[src/design/mcsp_regs.svh]
// timing constants for the master clock stop power saver
`ifndef MCSP_REGS_SVH
`define MCSP_REGS_SVH

// ----------------------------------------------------------------------
// reference clock
// ----------------------------------------------------------------------
`define MCSP_REF_PERIOD_NS     10

// ----------------------------------------------------------------------
// master clock limits, in ns
// ----------------------------------------------------------------------
`define MCSP_MCLK_MAX_CYCLE_NS 1000
`define MCSP_SAVE_MIN_NS       2000
`define MCSP_SAVE_MAX_NS       10000

// ----------------------------------------------------------------------
// derived counts in reference cycles (stop and least up, longest saving down)
// ----------------------------------------------------------------------
`define MCSP_STOP_CYC \
  ((`MCSP_MCLK_MAX_CYCLE_NS + `MCSP_REF_PERIOD_NS - 1) / `MCSP_REF_PERIOD_NS)
`define MCSP_SAVE_MIN_CYC \
  ((`MCSP_SAVE_MIN_NS + `MCSP_REF_PERIOD_NS - 1) / `MCSP_REF_PERIOD_NS)
`define MCSP_SAVE_MAX_CYC (`MCSP_SAVE_MAX_NS / `MCSP_REF_PERIOD_NS)

// ----------------------------------------------------------------------
// gap timer width and reset value
// ----------------------------------------------------------------------
`define MCSP_GAP_W             10
`define MCSP_GAP_RST           10'h000

`endif

[src/design/mcsp_pkg.sv]
// types shared by the master clock stop power saver
`default_nettype none
package mcsp_pkg;

  // operating state of the converter clocking
  typedef enum logic {
    MCSP_RUN,
    MCSP_SAVE
  } mcsp_state_t;

  // status bundle driven to the converter core
  typedef struct packed {
    logic dac_power_down;  // converters powered down
    logic filter_reset;    // interpolation filters held in reset
    logic clock_stopped;   // master clock gap exceeds max cycle time
    logic volume_hold;     // stored volume not yet re-applied
  } mcsp_status_t;

endpackage
`default_nettype wire

[src/design/mcsp_edge_sync.sv]
// three-stage synchroniser and edge detector for the master clock pin
`default_nettype none
module mcsp_edge_sync (
  input  wire logic ref_clk,
  input  wire logic rst,
  input  wire logic async_in,
  output var  logic edge_seen
);

  // --------------------------------------------------------------------
  // synchroniser chain
  // --------------------------------------------------------------------
  logic sync1;       // metastability catcher, read only by sync2
  logic sync2;       // settled sample
  logic sync3;       // previous settled sample
  logic level;       // accepted pin level
  logic next_level;  // accepted level after this cycle
  logic next_edge;   // accepted level changes this cycle

  // a change counts only once the second and third stages agree
  always_comb begin
    next_level = level;
    next_edge  = 1'b0;
    if (sync2 == sync3 && sync3 != level) begin
      next_level = sync3;
      next_edge  = 1'b1;
    end
  end

  // register the chain and the edge flag
  always_ff @(posedge ref_clk or posedge rst) begin
    if (rst) begin
      sync1     <= 1'b0;
      sync2     <= 1'b0;
      sync3     <= 1'b0;
      level     <= 1'b0;
      edge_seen <= 1'b0;
    end else begin
      sync1     <= async_in;
      sync2     <= sync1;
      sync3     <= sync2;
      level     <= next_level;
      edge_seen <= next_edge;
    end
  end

endmodule
`default_nettype wire

[src/design/mcsp_power_saver.sv]
// master clock stop detector and converter power saver
//
// Overview of operation
// - gap beyond max mclk cycle means stopped
// - power saving starts between 2 and 10 us
// - saving powers down converters, resets filters
// - saving keeps registers and control port access
// - returning edges end saving within one cycle
// - volume re-applied only after volume update write
`default_nettype none
`include "mcsp_regs.svh"
module mcsp_power_saver (
  input  wire logic          ref_clk,
  input  wire logic          rst,
  input  wire logic          mclk_pin,
  input  wire logic          vol_update_wr,
  output var  mcsp_pkg::mcsp_status_t status,
  output var  logic          ctrl_access_en
);
  import mcsp_pkg::*;

  // --------------------------------------------------------------------
  // constants
  // --------------------------------------------------------------------
  localparam logic [`MCSP_GAP_W-1:0] STOP_CYC     =
    `MCSP_GAP_W'(`MCSP_STOP_CYC);
  localparam logic [`MCSP_GAP_W-1:0] SAVE_MIN_CYC =
    `MCSP_GAP_W'(`MCSP_SAVE_MIN_CYC);
  localparam logic [`MCSP_GAP_W-1:0] SAVE_MAX_CYC =
    `MCSP_GAP_W'(`MCSP_SAVE_MAX_CYC);

  // --------------------------------------------------------------------
  // master clock edge detection
  // --------------------------------------------------------------------
  logic edge_seen;  // one-cycle pulse per synchronised mclk transition

  mcsp_edge_sync u_sync (
    .ref_clk   (ref_clk),
    .rst       (rst),
    .async_in  (mclk_pin),
    .edge_seen (edge_seen)
  );

  // --------------------------------------------------------------------
  // gap timer on the reference clock
  // --------------------------------------------------------------------
  logic [`MCSP_GAP_W-1:0] gap_cnt;       // cycles since last mclk edge
  logic [`MCSP_GAP_W-1:0] next_gap_cnt;  // next timer value

  // restart on each edge, otherwise count up and saturate
  always_comb begin
    if (edge_seen) begin
      next_gap_cnt = `MCSP_GAP_RST;
    end else if (gap_cnt >= SAVE_MAX_CYC) begin
      next_gap_cnt = gap_cnt;
    end else begin
      next_gap_cnt = gap_cnt + `MCSP_GAP_W'(1);
    end
  end

  // register the timer
  always_ff @(posedge ref_clk or posedge rst) begin
    if (rst) begin
      gap_cnt <= `MCSP_GAP_RST;
    end else begin
      gap_cnt <= next_gap_cnt;
    end
  end

  // --------------------------------------------------------------------
  // run / save state machine and status outputs
  // --------------------------------------------------------------------
  mcsp_state_t  state;       // current operating state
  mcsp_state_t  next_state;  // next operating state
  mcsp_status_t next_status; // next status bundle
  logic         resume;      // first mclk edge seen while saving

  // state transitions and status derivation
  always_comb begin
    next_state = state;
    resume     = 1'b0;
    case (state)
      MCSP_RUN: begin
        // enter saving once the gap reaches the minimum
        if (!edge_seen && next_gap_cnt >= SAVE_MIN_CYC) begin
          next_state = MCSP_SAVE;
        end
      end
      MCSP_SAVE: begin
        // any edge brings the converters back
        if (edge_seen) begin
          next_state = MCSP_RUN;
          resume     = 1'b1;
        end
      end
      default: begin
        next_state = MCSP_RUN;
      end
    endcase
    // converters down and filters reset while saving
    next_status.dac_power_down = (next_state == MCSP_SAVE);
    next_status.filter_reset   = (next_state == MCSP_SAVE);
    // gap longer than the max cycle time counts as stopped
    next_status.clock_stopped  = (next_gap_cnt >= STOP_CYC);
    // hold volume after resume until software update; set wins
    if (resume) begin
      next_status.volume_hold = 1'b1;
    end else if (vol_update_wr) begin
      next_status.volume_hold = 1'b0;
    end else begin
      next_status.volume_hold = status.volume_hold;
    end
  end

  // register state and status
  always_ff @(posedge ref_clk or posedge rst) begin
    if (rst) begin
      state          <= MCSP_RUN;
      status         <= '0;
      ctrl_access_en <= 1'b0;
    end else begin
      state          <= next_state;
      status         <= next_status;
      // control port stays open in every state
      ctrl_access_en <= 1'b1;
    end
  end

  // --------------------------------------------------------------------
  // assertions
  // --------------------------------------------------------------------
  a_stop_before_save:
    assert property (@(posedge ref_clk) disable iff (rst)
      $rose(status.clock_stopped) |-> !status.dac_power_down)
    else $error("stopped flag did not precede power saving");

  a_stop_flag_set:
    assert property (@(posedge ref_clk) disable iff (rst)
      (!edge_seen && gap_cnt == STOP_CYC - 1) |=> status.clock_stopped)
    else $error("clock stop not flagged after max cycle time");

  a_save_not_early:
    assert property (@(posedge ref_clk) disable iff (rst)
      $rose(status.dac_power_down) |-> gap_cnt == SAVE_MIN_CYC)
    else $error("power saving entered at wrong gap length");

  a_save_not_late:
    assert property (@(posedge ref_clk) disable iff (rst)
      (gap_cnt == SAVE_MAX_CYC) |-> status.dac_power_down)
    else $error("power saving not entered within maximum time");

  a_filter_reset:
    assert property (@(posedge ref_clk) disable iff (rst)
      status.dac_power_down |-> status.filter_reset throughout
        (status.dac_power_down [*1]))
    else $error("filters not reset while converters down");

  a_ctrl_access:
    assert property (@(posedge ref_clk) disable iff (rst)
      status.dac_power_down |-> ctrl_access_en)
    else $error("control port closed during power saving");

  a_resume_fast:
    assert property (@(posedge ref_clk) disable iff (rst)
      (status.dac_power_down && edge_seen) |=>
        (!status.dac_power_down && !status.filter_reset))
    else $error("normal mode not resumed after mclk edge");

  a_vol_hold_set:
    assert property (@(posedge ref_clk) disable iff (rst)
      (status.dac_power_down && edge_seen) |=> status.volume_hold)
    else $error("volume hold not raised on resume");

  a_vol_hold_keep:
    assert property (@(posedge ref_clk) disable iff (rst)
      (status.volume_hold && !vol_update_wr) |=> status.volume_hold)
    else $error("volume hold dropped without update write");

  a_timer_runs:
    assert property (@(posedge ref_clk) disable iff (rst)
      (!edge_seen && gap_cnt < SAVE_MAX_CYC) |=>
        gap_cnt == $past(gap_cnt) + `MCSP_GAP_W'(1))
    else $error("gap timer stalled without mclk edges");

endmodule
`default_nettype wire

[config.mk]
export PLATFORM = sky130hd
export DESIGN_NAME = mcsp_power_saver
export DESIGN_NICKNAME = d
export VERILOG_FILES = /design/src/design/mcsp_pkg.sv /design/src/design/mcsp_edge_sync.sv /design/src/design/mcsp_power_saver.sv
export VERILOG_INCLUDE_DIRS = /design/src /design/src/design
export SDC_FILE = /design/constraint.sdc
export NUM_CORES = 1
export LEC_CHECK = 0
export BUFFER_PORTS_ARGS = -buffer_cell sky130_fd_sc_hd__buf_2
export CORE_MARGIN = 1
export CORE_UTILIZATION = 35
export CTS_CLUSTER_SIZE = 20
export DETAILED_ROUTE_END_ITERATION = 8
export GPL_ROUTABILITY_DRIVEN = 0
export PLACE_DENSITY = 0.48
export SYNTH_ARGS = -nofsm -noshare
export SYNTH_HDL_FRONTEND = slang
export SYNTH_SLANG_ARGS = --single-unit
export TNS_END_PERCENT = 1
[constraint.sdc]
create_clock -name ref_clk -period 4.55 [get_ports ref_clk]
set_input_delay 0.2275 -clock ref_clk [delete_from_list [all_inputs] [get_ports ref_clk]]
set_output_delay 0.2275 -clock ref_clk [all_outputs]
set_load 0.02 [all_outputs]
# == Word-level counts from Yosys, hierarchy flattened ==
# Cells that the tools add are included.
# totals
regBits,19
output_inout_bits,5
wordCells,31
# op_classes
n_addsub,1
magnitude_cmp,3
eq_ne,2
n_mux,10
n_bitwise,1
n_reduce_logical,4
# op_table
cell,count
10-bit 2-to-1 mux,2
"10-bit by 1-bit adder with 10-bit output, second input constant",1
"10-bit >= comparator, second input constant",1
"10-bit by 7-bit >= comparator with 1-bit output, second input constant",1
"10-bit by 8-bit >= comparator with 1-bit output, second input constant",1
1-bit 2-to-1 mux,7
1-bit logical AND,2
1-bit case mux with 2 select lines,1
2-bit nonzero test,1
1-bit equality test,1
1-bit zero test,1
1-bit != test,1
1-bit inverter,1

# == Longest topological paths before layout ==
# logic_depth
ltp_word,7
mapped_depth,7
ltp_nobuf,6

# == By module ==
# Synthesis repeated with hierarchy kept, for this count alone.
# hier_totals
hier_cells,100
hier_area_um2,1019.7
# by_module_without_submodules
mod,n_inst,cells_each,area_each_um2
mcsp_power_saver,1,90,863.3
mcsp_edge_sync,1,10,156.4

# == Worst setup path before layout ==
# No wires, ideal clock.
# synth_timing
path_type,reg-to-reg
start,register gap_cnt[0]
end,register state
arrival_time_ps,1593
slack_ps,2875
path_stages_with_launch,7
period_less_slack_ps,1675
cell_sequence,dfrtp_1 > ha_1 > xor2_1 > nor3_1 > a211o_1 > a211o_1 > a31oi_1
# synth_between
elab_chain_cells,7
word_cells_on_any_way,8
classes_between,add/sub (1); order compare (2); mux (4); reduce/logical (1)
# synth_rtl
element,line,source
"start, declared",mcsp_power_saver.sv:47,logic [`MCSP_GAP_W-1:0] gap_cnt;
"start signal, assigned",mcsp_power_saver.sv:64,gap_cnt <= `MCSP_GAP_RST;
"start signal, assigned",mcsp_power_saver.sv:66,gap_cnt <= next_gap_cnt;
10-bit by 1-bit adder with 10-bit output / 10-bit >= comparator (equally long branches),"mcsp_power_saver.sv:57, mcsp_power_saver.sv:54",
10-bit 2-to-1 mux (*),mcsp_power_saver.sv:54,end else if (gap_cnt >= SAVE_MAX_CYC) begin
10-bit 2-to-1 mux (*),mcsp_power_saver.sv:52,if (edge_seen) begin
10-bit by 8-bit >= comparator with 1-bit output (*),mcsp_power_saver.sv:85,if (!edge_seen && next_gap_cnt >= SAVE_MIN_CYC) begin
1-bit logical AND (*),mcsp_power_saver.sv:85,
1-bit 2-to-1 mux (*),mcsp_power_saver.sv:85,
1-bit case mux with 2 select lines (*),mcsp_power_saver.sv:82,case (state)
via next_state,mcsp_power_saver.sv:74,mcsp_state_t next_state;
"end signal, assigned",mcsp_power_saver.sv:122,state <= next_state;
"end, declared",mcsp_power_saver.sv:73,mcsp_state_t state;
# The timed path passes the listed nets; every way through them passes the cells marked *.
# A chain may end at the register's enable or synchronous reset.

# == Worst setup path after layout ==
# Ends and elaborated chain as after synthesis.

==> impl_metrics.yaml <==
floorplan:
  io_pins: 9
  core-area_mm2: 0.002500
  die_w_um: 53.89
  start_util_pct: 37.69
  dieArea_mm2: 0.002904
  die_y_um: 53.89
  core.rowCount: 18
layout:
  fillerInstances: 259
  antenna_cells: 0
  finish.instance_area_mm2: 0.001015
  stdcell_count: 130
  drive_gt1_share_pct: 16.00
  area_growth_pct: 7.702
  nNetsFinal: 107
  final_util_pct: 40.59
route:
  post_drt_wl_per_cell_um: 13.21
  ant_nets: 0
  vias: 673
  finalWirelength_um: 1717
  first_pass_iters: 4
  via_per_inst: 5.177
  drc_errors: 0
  drt_iter0_drc: 12
clocking:
  holdBufCountCts: 0
  cts_tree: "done"
  cts_num_sinks: 19
  ctsRootBufferMaster: "clkbuf_4"
  htree_levels: 1
  clk_path_buf_depth: 2
  cts_made_buffers: 3
  cts_resized: 0
  path_clk_slew_ps: 120
  insertion_delay_ps: 300
  post-cts-setup-buffers: 0
sta:
  worstMarginPinSlew_ps: 731.0
  max_freq_mhz: 510.5
  fin_crit_sh_pct: 43.06
  drv_slew: 0
  setup_violations: 0
  period_needed_ps: 1959
  holdWs_ps: 24.38
  fin_ws_ps: 2591
  fin_skew_ps: 3.733
  fin_tns_setup_ps: 0
  relSlewSlack_pct: 51.21
  rsz0062_at_grt: "no"
  final_hold_viol_count: 0
pwr:
  ir_drop_mv: 0.2530
  totalPowerFinal_mw: 0.3757
  p_leak_nw: 0.4818
  power.density_mw_per_mm2: 370.3
critical_path:
  critPathMaxFanout: 7
  ff2ff_setup_slack_ps: 2590
  cp.required_ps: 4770
  critPathCapture: "state"
  critPathKind: "reg -> reg"
  startpoint: "gap_cnt[0]"
  startpoint_type: "register"
  cp.arrival_ps: 2180
  rr_worst_depth: 6
  end_kind: "register"
  regToRegEndpoint: "state"
  r2r_start: "gap_cnt[0]"
synth:
  avgSynthCellArea_um2: 10.13
  synth_top_cells_by_count: "dfrtp_1, nor2_1, inv_1"
  synth_top_area_share_pct: 50.46
  seq_area_frac_synth_pct: 50.46
  synth-seq-cells: 19
  synthTopCellsByArea: "dfrtp_1, nor2_1, buf_4, inv_1, nand2_1"
  synth_top_cell_by_area: "dfrtp_1"
  synth_edf_count: 0
  syn_inst: 93
  synth_ff_type: "dfrtp_1"
  yosys.cell_types.count: 37
  yosysMostFrequentCell: "dfrtp_1"
  yosysWarnings: 0
  synthesis.nets: 99
  synth-async-reset-ratio_pct: 100.0
  syn_area_um2: 942.2
grt:
  grt_pass1_vias: 661
  antenna_found_initial: 0
  grt_max_degree: 20
  grt_overflow: 0
  grt_pass1_wl_um: 2911
  grt_use_total_pct: 14.85
place:
  portBuffers: 8
  placed_cells: 125
  hpwl_um: 1166
  dpl_cell_area_um2: 974.7
  dp_slack_ps: 2615
min_path:
  holdCritPathClass: "in -> async"
run_status:
  status: "finished clean"
job:
  drv_cap: 0
## cells by family after synthesis
family / synth area share, %
fa+ha+maj: 3.718
other cells: 0.3980
compound gates: 15.41
simple gates: 18.33
xor+xnor: 3.719
buf+inv: 7.968
flops: 50.47
## cell type report
cell class / count / area (µm²) / share of cell area (%)
clock buffer: 3 / 22.52 / 2.219
clock inverter: 1 / 7.507 / 0.7398
inverter: 8 / 30.03 / 2.959
multi-input combinational: 60 / 391.6 / 38.59
sequential: 19 / 475.5 / 46.86
tap: 30 / 37.54 / 3.699
timing repair buffer: 9 / 50.05 / 4.932
## state kept, by name, summed over array words and instances (netlist names)
signal	cells
gap_cnt	10
status	2
ctrl_access_en	1
state	1
u_sync.edge_seen	1
u_sync.level	1
u_sync.sync1	1
u_sync.sync2	1
u_sync.sync3	1
## where the power goes
| part | total (mW) | switching, mW | internal (mW) |
|---|---|---|---|
| Combinational | 0.0638 | 0.0359 | 0.0279 |
| Sequential | 0.222 | 0.0351 | 0.187 |
| Clock | 0.0895 | 0.0560 | 0.0335 |
| Total | 0.376 | 0.127 | 0.249 |
## layer usage
| layer | share of wire (%) | track usage (%) | vias to the layer above | wire, µm |
|---|---|---|---|---|
| met5 | 0 | 0 | - | 0 |
| met4 | 1.3 | 6.579 | 0 | 22 |
| met3 | 3.8 | 5.085 | 4 | 65 |
| met2 | 43 | 21.19 | 12 | 740 |
| met1 | 52 | 20.07 | 322 | 889 |
| li1 | - | - | 335 | - |
## how the worst min path moves through the flow
stage | startpoint | endpoint | slack [ps]
after global routing | rst | ctrl_access_en | 80
after CTS | mclk_pin | u_sync.sync1 | 3
after floorplan | rst | ctrl_access_en | 180
after global placement | mclk_pin | u_sync.sync1 | 340
final | rst | gap_cnt[2] | 20
after detailed placement | u_sync.sync1 | u_sync.sync2 | 340
## layout by cell type (no fill, tap or decap), types with 2 or more instances in the layout
cell	count
xor2_1	3
buf_2	8
nand4_1	2
nor2_1	9
or3_1	3
nand2_1	7
clkbuf_4	3
nand3_1	2
o21ai_0	3
a21oi_1	3
ha_1	2
a41oi_1	2
a211o_1	2
dfrtp_1	19
inv_1	8
nor3_1	2
## worst max-delay path, cell delays in order, from the launching register on
cell and delay [ps]:
dfrtp_1 510, ha_1 320, xor2_1 190, nor3_1 60
a211o_1 320, a211o_1 300, a31oi_1 180
Note: power is estimated with default switching activity, not from simulation.
